<file path="src/adcrd_pkg.sv">
// constants for the converter result and identification readout
`default_nettype none
package adcrd_pkg;
    // command codes of the readable words
    localparam logic [7:0] CMD_BAT_CURRENT = 8'h24;
    localparam logic [7:0] CMD_INPUT_CURRENT = 8'h25;
    localparam logic [7:0] CMD_RAIL_VOLTAGE = 8'h26;
    localparam logic [7:0] CMD_MAKER_CODE = 8'hfe;
    localparam logic [7:0] CMD_PART_CODE = 8'hff;
    // field positions
    localparam int CHG_LSB = 8;
    localparam int CHG_W = 7;
    localparam int DCHG_LSB = 0;
    localparam int DCHG_W = 7;
    localparam int HI_LSB = 8;
    localparam int LO_LSB = 0;
    localparam int BYTE_W = 8;
    localparam int WORD_W = 16;
    // reset value of the result words and the value read at unmapped commands
    localparam logic [15:0] RESULT_RST = 16'h0000;
    localparam logic [15:0] UNMAPPED_VAL = 16'h0000;
    // bit counter values of the serial engine
    localparam logic [3:0] BITS_PER_BYTE = 4'h8;
    localparam logic [3:0] BIT_FIRST = 4'h1;
    localparam logic [3:0] BIT_NONE = 4'h0;
    // engine states, gray along the write path
    typedef enum logic [3:0] {
        ST_IDLE = 4'b0000,
        ST_ADDR = 4'b0001,
        ST_ADDR_ACK = 4'b0011,
        ST_CMD = 4'b0010,
        ST_CMD_ACK = 4'b0110,
        ST_WDATA = 4'b0111,
        ST_WACK = 4'b0101,
        ST_RDATA = 4'b0100,
        ST_RACK = 4'b1100
    } adcrd_state_t;
endpackage : adcrd_pkg
`default_nettype wire

</file>
<file path="src/adcrd_sync.sv">
// two flip-flop synchroniser for one pin input
`default_nettype none
module adcrd_sync #(
    parameter logic RST_VAL = 1'b1
) (
    // clock and reset
    input wire logic sys_clk,
    input wire logic reset_n,
    // pin side and synchronised side
    input wire logic pin_in,
    output var logic sync_out
);
    logic meta_r;

    always_ff @(posedge sys_clk or negedge reset_n) begin
        if (!reset_n) begin
            meta_r <= RST_VAL;
            sync_out <= RST_VAL;
        end else begin
            meta_r <= pin_in;
            sync_out <= meta_r;
        end
    end
endmodule : adcrd_sync
`default_nettype wire

</file>
<file path="src/adcrd_readout.sv">
// smbus readout of converter results and identification words
// Functional notes
// - charge current, 7 bits at 14..8, 64 mA per count, 8.128 A full scale.
// - discharge current, 7 bits at 6..0, 256 mA per count, 32.512 A.
// - bits 15 and 7 of battery-current word unused; host ignores them.
// - input current in upper byte, 50 mA per count, 12.75 A full scale.
// - comparator pin level in lower byte, 12 mV per count, 3.06 V.
// - system rail in upper byte, 64 mV per count, from 2.88 V.
// - battery voltage in lower byte, 64 mV per count, 2.88 to 19.2 V.
// - result words at commands 24h, 25h, 26h, all read-only.
// - fixed 16-bit maker code returned at command FEh.
// - command FFh returns part code low byte, high byte zero.
`default_nettype none
module adcrd_readout
    import adcrd_pkg::*;
#(
    parameter logic [6:0] SLAVE_ADDR = 7'h09,
    parameter logic [15:0] MAKER_CODE = 16'h5a3c, // arbitrary value
    parameter logic [7:0] PART_CODE = 8'ha5 // arbitrary value
) (
    // clock and reset
    input wire logic sys_clk,
    input wire logic reset_n,
    // smbus pins, open drain
    input wire logic scl_in,
    input wire logic sda_in,
    output var logic sda_out,
    output var logic sda_oe,
    // converter results, one round per conv_done pulse
    input wire logic conv_done,
    input wire logic [6:0] charge_current_reading,
    input wire logic [6:0] discharge_current_reading,
    input wire logic [7:0] input_current_reading,
    input wire logic [7:0] comparator_pin_level,
    input wire logic [7:0] system_rail_reading,
    input wire logic [7:0] battery_voltage_reading
);
    logic scl_s;
    logic sda_s;
    logic scl_d_r;
    logic sda_d_r;
    logic [15:0] battery_current_result_r;
    logic [15:0] input_current_cmp_result_r;
    logic [15:0] rail_voltage_result_r;
    logic [15:0] rd_word;
    adcrd_state_t state_r;
    logic [3:0] bitcnt_r;
    logic [7:0] shift_r;
    logic [7:0] cmd_r;
    logic [15:0] tx_r;
    logic rw_r;
    logic byte_hi_r;
    logic ack_ok_r;
    logic scl_rise;
    logic scl_fall;
    logic start_cond;
    logic stop_cond;

    ////////////////////////////////////////////////////////////////////////
    // pin synchronisers and bus event detection
    adcrd_sync #(.RST_VAL(1'b1)) u_scl_sync (
        .sys_clk(sys_clk),
        .reset_n(reset_n),
        .pin_in(scl_in),
        .sync_out(scl_s)
    );
    adcrd_sync #(.RST_VAL(1'b1)) u_sda_sync (
        .sys_clk(sys_clk),
        .reset_n(reset_n),
        .pin_in(sda_in),
        .sync_out(sda_s)
    );

    always_ff @(posedge sys_clk or negedge reset_n) begin
        if (!reset_n) begin
            scl_d_r <= 1'b1;
            sda_d_r <= 1'b1;
        end else begin
            scl_d_r <= scl_s;
            sda_d_r <= sda_s;
        end
    end

    assign scl_rise = scl_s && !scl_d_r;
    assign scl_fall = !scl_s && scl_d_r;
    assign start_cond = scl_s && scl_d_r && !sda_s && sda_d_r;
    assign stop_cond = scl_s && scl_d_r && sda_s && !sda_d_r;

    ////////////////////////////////////////////////////////////////////////
    // result words: all fields of one round latched on one edge
    always_ff @(posedge sys_clk or negedge reset_n) begin
        if (!reset_n) begin
            battery_current_result_r <= RESULT_RST;
            input_current_cmp_result_r <= RESULT_RST;
            rail_voltage_result_r <= RESULT_RST;
        end else if (conv_done) begin
            // unused bits 15 and 7 read as zero
            battery_current_result_r <= {1'b0, charge_current_reading,
                1'b0, discharge_current_reading};
            input_current_cmp_result_r <= {input_current_reading,
                comparator_pin_level};
            rail_voltage_result_r <= {system_rail_reading,
                battery_voltage_reading};
        end
    end

    // read map; nothing here is writable by the host
    always_comb begin
        case (cmd_r)
            CMD_BAT_CURRENT: rd_word = battery_current_result_r;
            CMD_INPUT_CURRENT: rd_word = input_current_cmp_result_r;
            CMD_RAIL_VOLTAGE: rd_word = rail_voltage_result_r;
            CMD_MAKER_CODE: rd_word = MAKER_CODE;
            CMD_PART_CODE: rd_word = {8'h00, PART_CODE};
            default: rd_word = UNMAPPED_VAL;
        endcase
    end

    ////////////////////////////////////////////////////////////////////////
    // serial engine: read word and write word, writes are acked and dropped
    always_ff @(posedge sys_clk or negedge reset_n) begin
        if (!reset_n) begin
            state_r <= ST_IDLE;
            bitcnt_r <= BIT_NONE;
            shift_r <= 8'h00;
            cmd_r <= 8'h00;
            tx_r <= 16'h0000;
            rw_r <= 1'b0;
            byte_hi_r <= 1'b0;
            ack_ok_r <= 1'b0;
            sda_oe <= 1'b0;
        end else if (stop_cond) begin
            state_r <= ST_IDLE;
            sda_oe <= 1'b0;
        end else if (start_cond) begin
            // repeated start keeps the command byte
            state_r <= ST_ADDR;
            bitcnt_r <= BIT_NONE;
            sda_oe <= 1'b0;
        end else if (scl_rise) begin
            case (state_r)
                ST_ADDR, ST_CMD, ST_WDATA: begin
                    shift_r <= {shift_r[6:0], sda_s};
                    bitcnt_r <= bitcnt_r + 4'h1;
                end
                ST_RACK: ack_ok_r <= !sda_s;
                default: ;
            endcase
        end else if (scl_fall) begin
            case (state_r)
                ST_ADDR: begin
                    if (bitcnt_r == BITS_PER_BYTE) begin
                        if (shift_r[7:1] == SLAVE_ADDR) begin
                            state_r <= ST_ADDR_ACK;
                            rw_r <= shift_r[0];
                            sda_oe <= 1'b1;
                        end else begin
                            state_r <= ST_IDLE;
                        end
                    end
                end
                ST_ADDR_ACK: begin
                    byte_hi_r <= 1'b0;
                    if (rw_r) begin
                        // whole word captured now, so both bytes are one round
                        state_r <= ST_RDATA;
                        sda_oe <= !rd_word[7];
                        tx_r <= {rd_word[6:0], rd_word[15:8], 1'b0};
                        bitcnt_r <= BIT_FIRST;
                    end else begin
                        state_r <= ST_CMD;
                        sda_oe <= 1'b0;
                        bitcnt_r <= BIT_NONE;
                    end
                end
                ST_CMD: begin
                    if (bitcnt_r == BITS_PER_BYTE) begin
                        state_r <= ST_CMD_ACK;
                        cmd_r <= shift_r;
                        sda_oe <= 1'b1;
                    end
                end
                ST_CMD_ACK, ST_WACK: begin
                    state_r <= ST_WDATA;
                    sda_oe <= 1'b0;
                    bitcnt_r <= BIT_NONE;
                end
                ST_WDATA: begin
                    // data bytes of a write are acked and discarded
                    if (bitcnt_r == BITS_PER_BYTE) begin
                        state_r <= ST_WACK;
                        sda_oe <= 1'b1;
                    end
                end
                ST_RDATA: begin
                    if (bitcnt_r == BITS_PER_BYTE) begin
                        state_r <= ST_RACK;
                        sda_oe <= 1'b0;
                    end else begin
                        sda_oe <= !tx_r[15];
                        tx_r <= {tx_r[14:0], 1'b0};
                        bitcnt_r <= bitcnt_r + 4'h1;
                    end
                end
                ST_RACK: begin
                    if (ack_ok_r && !byte_hi_r) begin
                        state_r <= ST_RDATA;
                        byte_hi_r <= 1'b1;
                        sda_oe <= !tx_r[15];
                        tx_r <= {tx_r[14:0], 1'b0};
                        bitcnt_r <= BIT_FIRST;
                    end else begin
                        state_r <= ST_IDLE;
                    end
                end
                default: state_r <= ST_IDLE;
            endcase
        end
    end

    // open drain: only ever pulls low
    always_ff @(posedge sys_clk or negedge reset_n) begin
        if (!reset_n) begin
            sda_out <= 1'b0;
        end else begin
            sda_out <= 1'b0;
        end
    end

    ////////////////////////////////////////////////////////////////////////
    // checks
    wire logic snap_rd = scl_fall && state_r == ST_ADDR_ACK && rw_r;
    property p_chg;
        @(posedge sys_clk) disable iff (!reset_n)
        conv_done |=> battery_current_result_r[14:8] == $past(charge_current_reading);
    endproperty
    a_chg: assert property (p_chg) else $error("charge field not latched");

    property p_dchg;
        @(posedge sys_clk) disable iff (!reset_n)
        conv_done |=> battery_current_result_r[6:0] == $past(discharge_current_reading);
    endproperty
    a_dchg: assert property (p_dchg) else $error("discharge field not latched");

    property p_unused;
        @(posedge sys_clk) disable iff (!reset_n)
        !battery_current_result_r[15] && !battery_current_result_r[7];
    endproperty
    a_unused: assert property (p_unused) else $error("unused bits not zero");

    property p_iin_cmp;
        @(posedge sys_clk) disable iff (!reset_n)
        conv_done |=> input_current_cmp_result_r ==
            {$past(input_current_reading), $past(comparator_pin_level)};
    endproperty
    a_iin_cmp: assert property (p_iin_cmp) else $error("input word wrong");

    property p_sys;
        @(posedge sys_clk) disable iff (!reset_n)
        conv_done |=> rail_voltage_result_r[15:8] == $past(system_rail_reading);
    endproperty
    a_sys: assert property (p_sys) else $error("rail field wrong");

    property p_bat;
        @(posedge sys_clk) disable iff (!reset_n)
        conv_done |=> rail_voltage_result_r[7:0] == $past(battery_voltage_reading);
    endproperty
    a_bat: assert property (p_bat) else $error("battery voltage field wrong");

    property p_map;
        @(posedge sys_clk) disable iff (!reset_n)
        snap_rd && cmd_r == CMD_INPUT_CURRENT |=>
            tx_r[8:1] == $past(input_current_cmp_result_r[15:8]);
    endproperty
    a_map: assert property (p_map) else $error("command 25h maps wrong");

    property p_maker;
        @(posedge sys_clk) disable iff (!reset_n)
        snap_rd && cmd_r == CMD_MAKER_CODE |=>
            tx_r[8:1] == MAKER_CODE[15:8] && tx_r[15:9] == MAKER_CODE[6:0];
    endproperty
    a_maker: assert property (p_maker) else $error("maker code wrong");

    property p_part;
        @(posedge sys_clk) disable iff (!reset_n)
        snap_rd && cmd_r == CMD_PART_CODE |=> tx_r[8:1] == 8'h00 && tx_r[15:9] == PART_CODE[6:0];
    endproperty
    a_part: assert property (p_part) else $error("part code word wrong");

    property p_hold;
        @(posedge sys_clk) disable iff (!reset_n)
        !conv_done ##1 !conv_done |-> $stable(battery_current_result_r)
            && $stable(rail_voltage_result_r) && $stable(input_current_cmp_result_r);
    endproperty
    a_hold: assert property (p_hold) else $error("result changed without round");
endmodule : adcrd_readout
`default_nettype wire

</file>
<file path="config.mk">
export PLATFORM = sky130hd
export DESIGN_NAME = adcrd_readout
export DESIGN_NICKNAME = d
export VERILOG_FILES = /design/src/adcrd_pkg.sv /design/src/adcrd_sync.sv /design/src/adcrd_readout.sv
export SDC_FILE = /design/constraint.sdc
export NUM_CORES = 1
export LEC_CHECK = 0
export BUFFER_PORTS_ARGS = -buffer_cell sky130_fd_sc_hd__buf_2
export CORE_MARGIN = 5
export CORE_UTILIZATION = 45
export DETAILED_ROUTE_END_ITERATION = 8
export GPL_TIMING_DRIVEN = 1
export PLACE_DENSITY = 0.63
export SLEW_MARGIN = 20
export SYNTH_ARGS = -nofsm -noshare
export SYNTH_HDL_FRONTEND = slang
export SYNTH_SLANG_ARGS = --single-unit
</file>
<file path="constraint.sdc">
create_clock -name sys_clk -period 3.1 [get_ports sys_clk]
set_input_delay 0.155 -clock sys_clk [delete_from_list [all_inputs] [get_ports sys_clk]]
set_output_delay 0.155 -clock sys_clk [all_outputs]
set_load 0.005 [all_outputs]
</file>
==> flow_summary.ini <==
[min_path]
hold_path.startpoint = charge_current_reading[6]
whs_path_depth = 2
min-delay-path-class = input pin to flop
hold_path_end = battery_current_result_r[14]$_DFFE_PN0P_

[run]
drv_cap = 0

[critical_path]
ff2ff_setup_slack_ns = 0.66
crit_required_ns = 3.34
startpoint = state_r[2]$_DFFE_PN0P_
r2r_cells = 5
path_max_fanout = 16
startpoint_type = flop
crit_type = flop to flop
cpMaxStageDelayCell = dfrtp_1
worst_r2r_endpoint = bitcnt_r[2]$_DFFE_PN0P_
crit_path_cell_trace = or3b_1 -> o31ai_1 -> o31ai_1 -> a21o_1 -> a221o_1
crit_arrival_ns = 2.68
worstReg2RegStart = state_r[2]$_DFFE_PN0P_
critPathMaxStageDelay_ns = 0.69
cp_common_cell = o31ai_1
worst_setup_path_end_kind = flop

[clock_network]
cts_buffers = 9
clock_path_buffers = 2
clock_latency_ns = 0.35
cts_sinks = 95
htreeDepth = 3
worst_setup_hold_path_clk_slew_ns = 0.10
root_buffer = clkbuf_8
cts_tree = yes

[die]
io_pins = 53
fp.dieH_um = 112
start_util = 0.459
die_x_um = 112
rows = 37
dieArea_um2 = 12600
coreArea_um2 = 10300

[route]
drt-vias-per-instance = 5.50
wl_um = 9660
drt_iter0_markers = 115
wl_per_cell_um = 16.2
num_vias = 3273
drtAntennaViolNets = 0
drc = 0
dr.pass1.iters = 4

[outcome]
status = finished clean

[power_and_ir_drop]
power_frac_clock = 0.333
p_sw_frac = 0.261
combPwrFrac = 0.115
p_per_area_nw_per_um2 = 485
power.internal_mw = 1.92
power_switching_mw = 0.679
p_leak_nw = 2.34
ir_drop_mv = 0.230
power_frac_seq = 0.553

[logic_synthesis]
ys.flop_type = dfrtp_1
ys_top_cells_by_area = dfrtp_1, mux2_2, mux2i_1
synth_top_cell_by_area = dfrtp_1
synthSimpleGateAreaFrac = 0.0955
syn_inst = 403
syn_nets = 459
ys_seq_area_frac = 0.505
synth_top_area_share = 0.472
synth_compound_area_frac = 0.120
synth.ff_latch_count = 95
avgSynthCellArea_um2 = 11.7
ys_types = 55
syn-cell-area_um2 = 4720
async_flop_share = 1.00
synth-warning-count = 0
synthAdderAreaFrac = 0.0133
synth_edf_count = 0
synth_top_family_by_area = multiplexers
post_synth_xor_area_fraction = 0.0103
synth_mux_area_frac = 0.222

[global_route]
grt_usage = 0.159
grt-ovfl-total = 0
antenna_found_initial = 0
grt_pass1_wl_um = 16600
grt_pass1_vias = 3405
grt_max_degree = 55

[sta]
hold_viol = 0
slew_violations = 0
max_freq_mhz = 410
slew_headroom = 0.333
fin_hold_ws_ns = 0.0206
rsz0062_at_grt = no
period_minus_slack_ns = 2.44
worst_clock_skew_ns = 0.0102
worstMarginPinSlew_ns = 1.00
fin_ws_ns = 0.660
setup-tns-final_ns = 0
period_share = 0.787
setup_viol = 0

[placement]
place.gp.congestion = 0.884
pre_cts_ws_ns = 0.703
hpwl_um = 7050
portBuffers = 51

[finish]
drive_gt1_frac = 0.353
fin_nets = 510
area_growth_pct = 13.5
antenna_cells = 0
[metrics by stage]
step | instance area [um2] | util | power, mW | instances
after floorplan | 4720 | - | 1.64 | 403
after global placement | 5110 | 0.497 | 1.75 | 575
after detailed placement | 5110 | 0.497 | 1.76 | 575
after CTS | 5360 | 0.521 | 2.64 | 595
after global routing | 5360 | 0.521 | 2.73 | 595
final | 5360 | 0.521 | 2.60 | 595
[cells by family (layout without fill, tap and decap cells)]
logic type | count (synthesis) | in the layout
multiplexers | 95 | 95
XOR/XNOR | 4 | 4
AO/OA/AOI/OAI | 81 | 81
AND/OR/NAND/NOR | 86 | 86
buffers and inverters | 36 | 92
flip-flops | 95 | 95
other | 1 | 1
adder cells (fa/ha/maj) | 5 | 5
[area by class of cell]
cell class	count	area (um2)
clock buffers	10	138
clock inverters	6	72.6
fillers	965	4920
inverters	11	41.3
multi-input cells	272	2180
flip-flops and latches	95	2380
well taps	136	170
repair buffers	65	373
[timing repair]
action | CTS | global route
endpoints found under the hold margin | 49 | 0
setup buffers | 0 | 0
gates resized for setup | 0 | 0
hold buffers | 4 | 0
[cell usage after synthesis, types with 2 or more instances]
cell,n
a2111oi_0,2
a21o_1,3
a21oi_1,16
a221o_1,2
a22o_1,8
a31oi_1,4
a41oi_1,3
and2_1,2
buf_2,5
buf_4,2
clkbuf_1,16
dfrtp_1,89
dfstp_2,6
ha_1,5
inv_1,11
mux2_2,77
mux2i_1,18
nand2_1,31
nand2b_1,6
nand3_1,7
nand4_1,5
nor2_1,11
nor2b_1,4
nor3_1,5
nor4b_1,2
o21ai_0,19
o2bb2ai_1,8
o31ai_1,4
o41ai_1,2
or4_1,2
or4b_1,3
xor2_1,2
[registers in the layout, summed over array words and instances (netlist names)]
| signal | cells |
|---|---|
| battery_current_result_r | 14 |
| rail_voltage_result_r | 16 |
| shift_r | 8 |
| cmd_r | 8 |
| scl_d_r | 1 |
| bitcnt_r | 4 |
| byte_hi_r | 1 |
| state_r | 4 |
| u_sda_sync.meta_r | 1 |
| rw_r | 1 |
| u_scl_sync.sync_out | 1 |
| u_sda_sync.sync_out | 1 |
| tx_r | 15 |
| ack_ok_r | 1 |
| sda_oe | 1 |
| u_scl_sync.meta_r | 1 |
| input_current_cmp_result_r | 16 |
| sda_d_r | 1 |
[power by group through the flow]
stage	combinational, mW	sequential (mW)	clock, mW
6_report	0.298	1.44	0.865
5_1_grt	0.334	1.45	0.940
4_1_cts	0.303	1.44	0.895
3_5_place_dp	0.298	1.46	0
3_3_place_gp	0.292	1.46	0
2_1_floorplan	0.214	1.42	0
[layout by cell type (no fill, tap or decap), types with 5 or more instances in the layout]
master     count
dfrtp_1       89
mux2_2        77
buf_2         50
nand2_1       31
o21ai_0       19
mux2i_1       18
a21oi_1       16
inv_1         11
nor2_1        11
buf_4         11
clkbuf_8      10
a22o_1         8
o2bb2ai_1      8
nand3_1        7
nand2b_1       6
dfstp_2        6
nor3_1         5
nand4_1        5
ha_1           5
[per-layer routing]
layer,vias to the layer above,GRT usage,part of all wire
met5,-,0,0
met4,0,0.0465,0.013
met3,10,0.0318,0.032
met2,51,0.263,0.48
met1,1637,0.213,0.47
li1,1575,-,-
[critical path: cells and delay by family (launching register included)]
kind,cells,cell delay [ns]
flip-flops,1,0.69
AND/OR/NAND/NOR,1,0.55
AO/OA/AOI/OAI,4,1.08
[how the worst max path moves through the flow]
stage / cells after the start / slack (ns) / endpoint
CTS: 5 / 0.67 / bitcnt_r[2]$_DFFE_PN0P_
finish: 5 / 0.66 / bitcnt_r[2]$_DFFE_PN0P_
global route: 6 / 0.50 / cmd_r[7]$_DFFE_PN0P_
floorplan: 7 / 0.96 / tx_r[10]$_DFFE_PN0P_
global placement: 5 / 0.72 / bitcnt_r[2]$_DFFE_PN0P_
detailed placement: 5 / 0.70 / bitcnt_r[2]$_DFFE_PN0P_
Power figures use the tool's default switching activity.
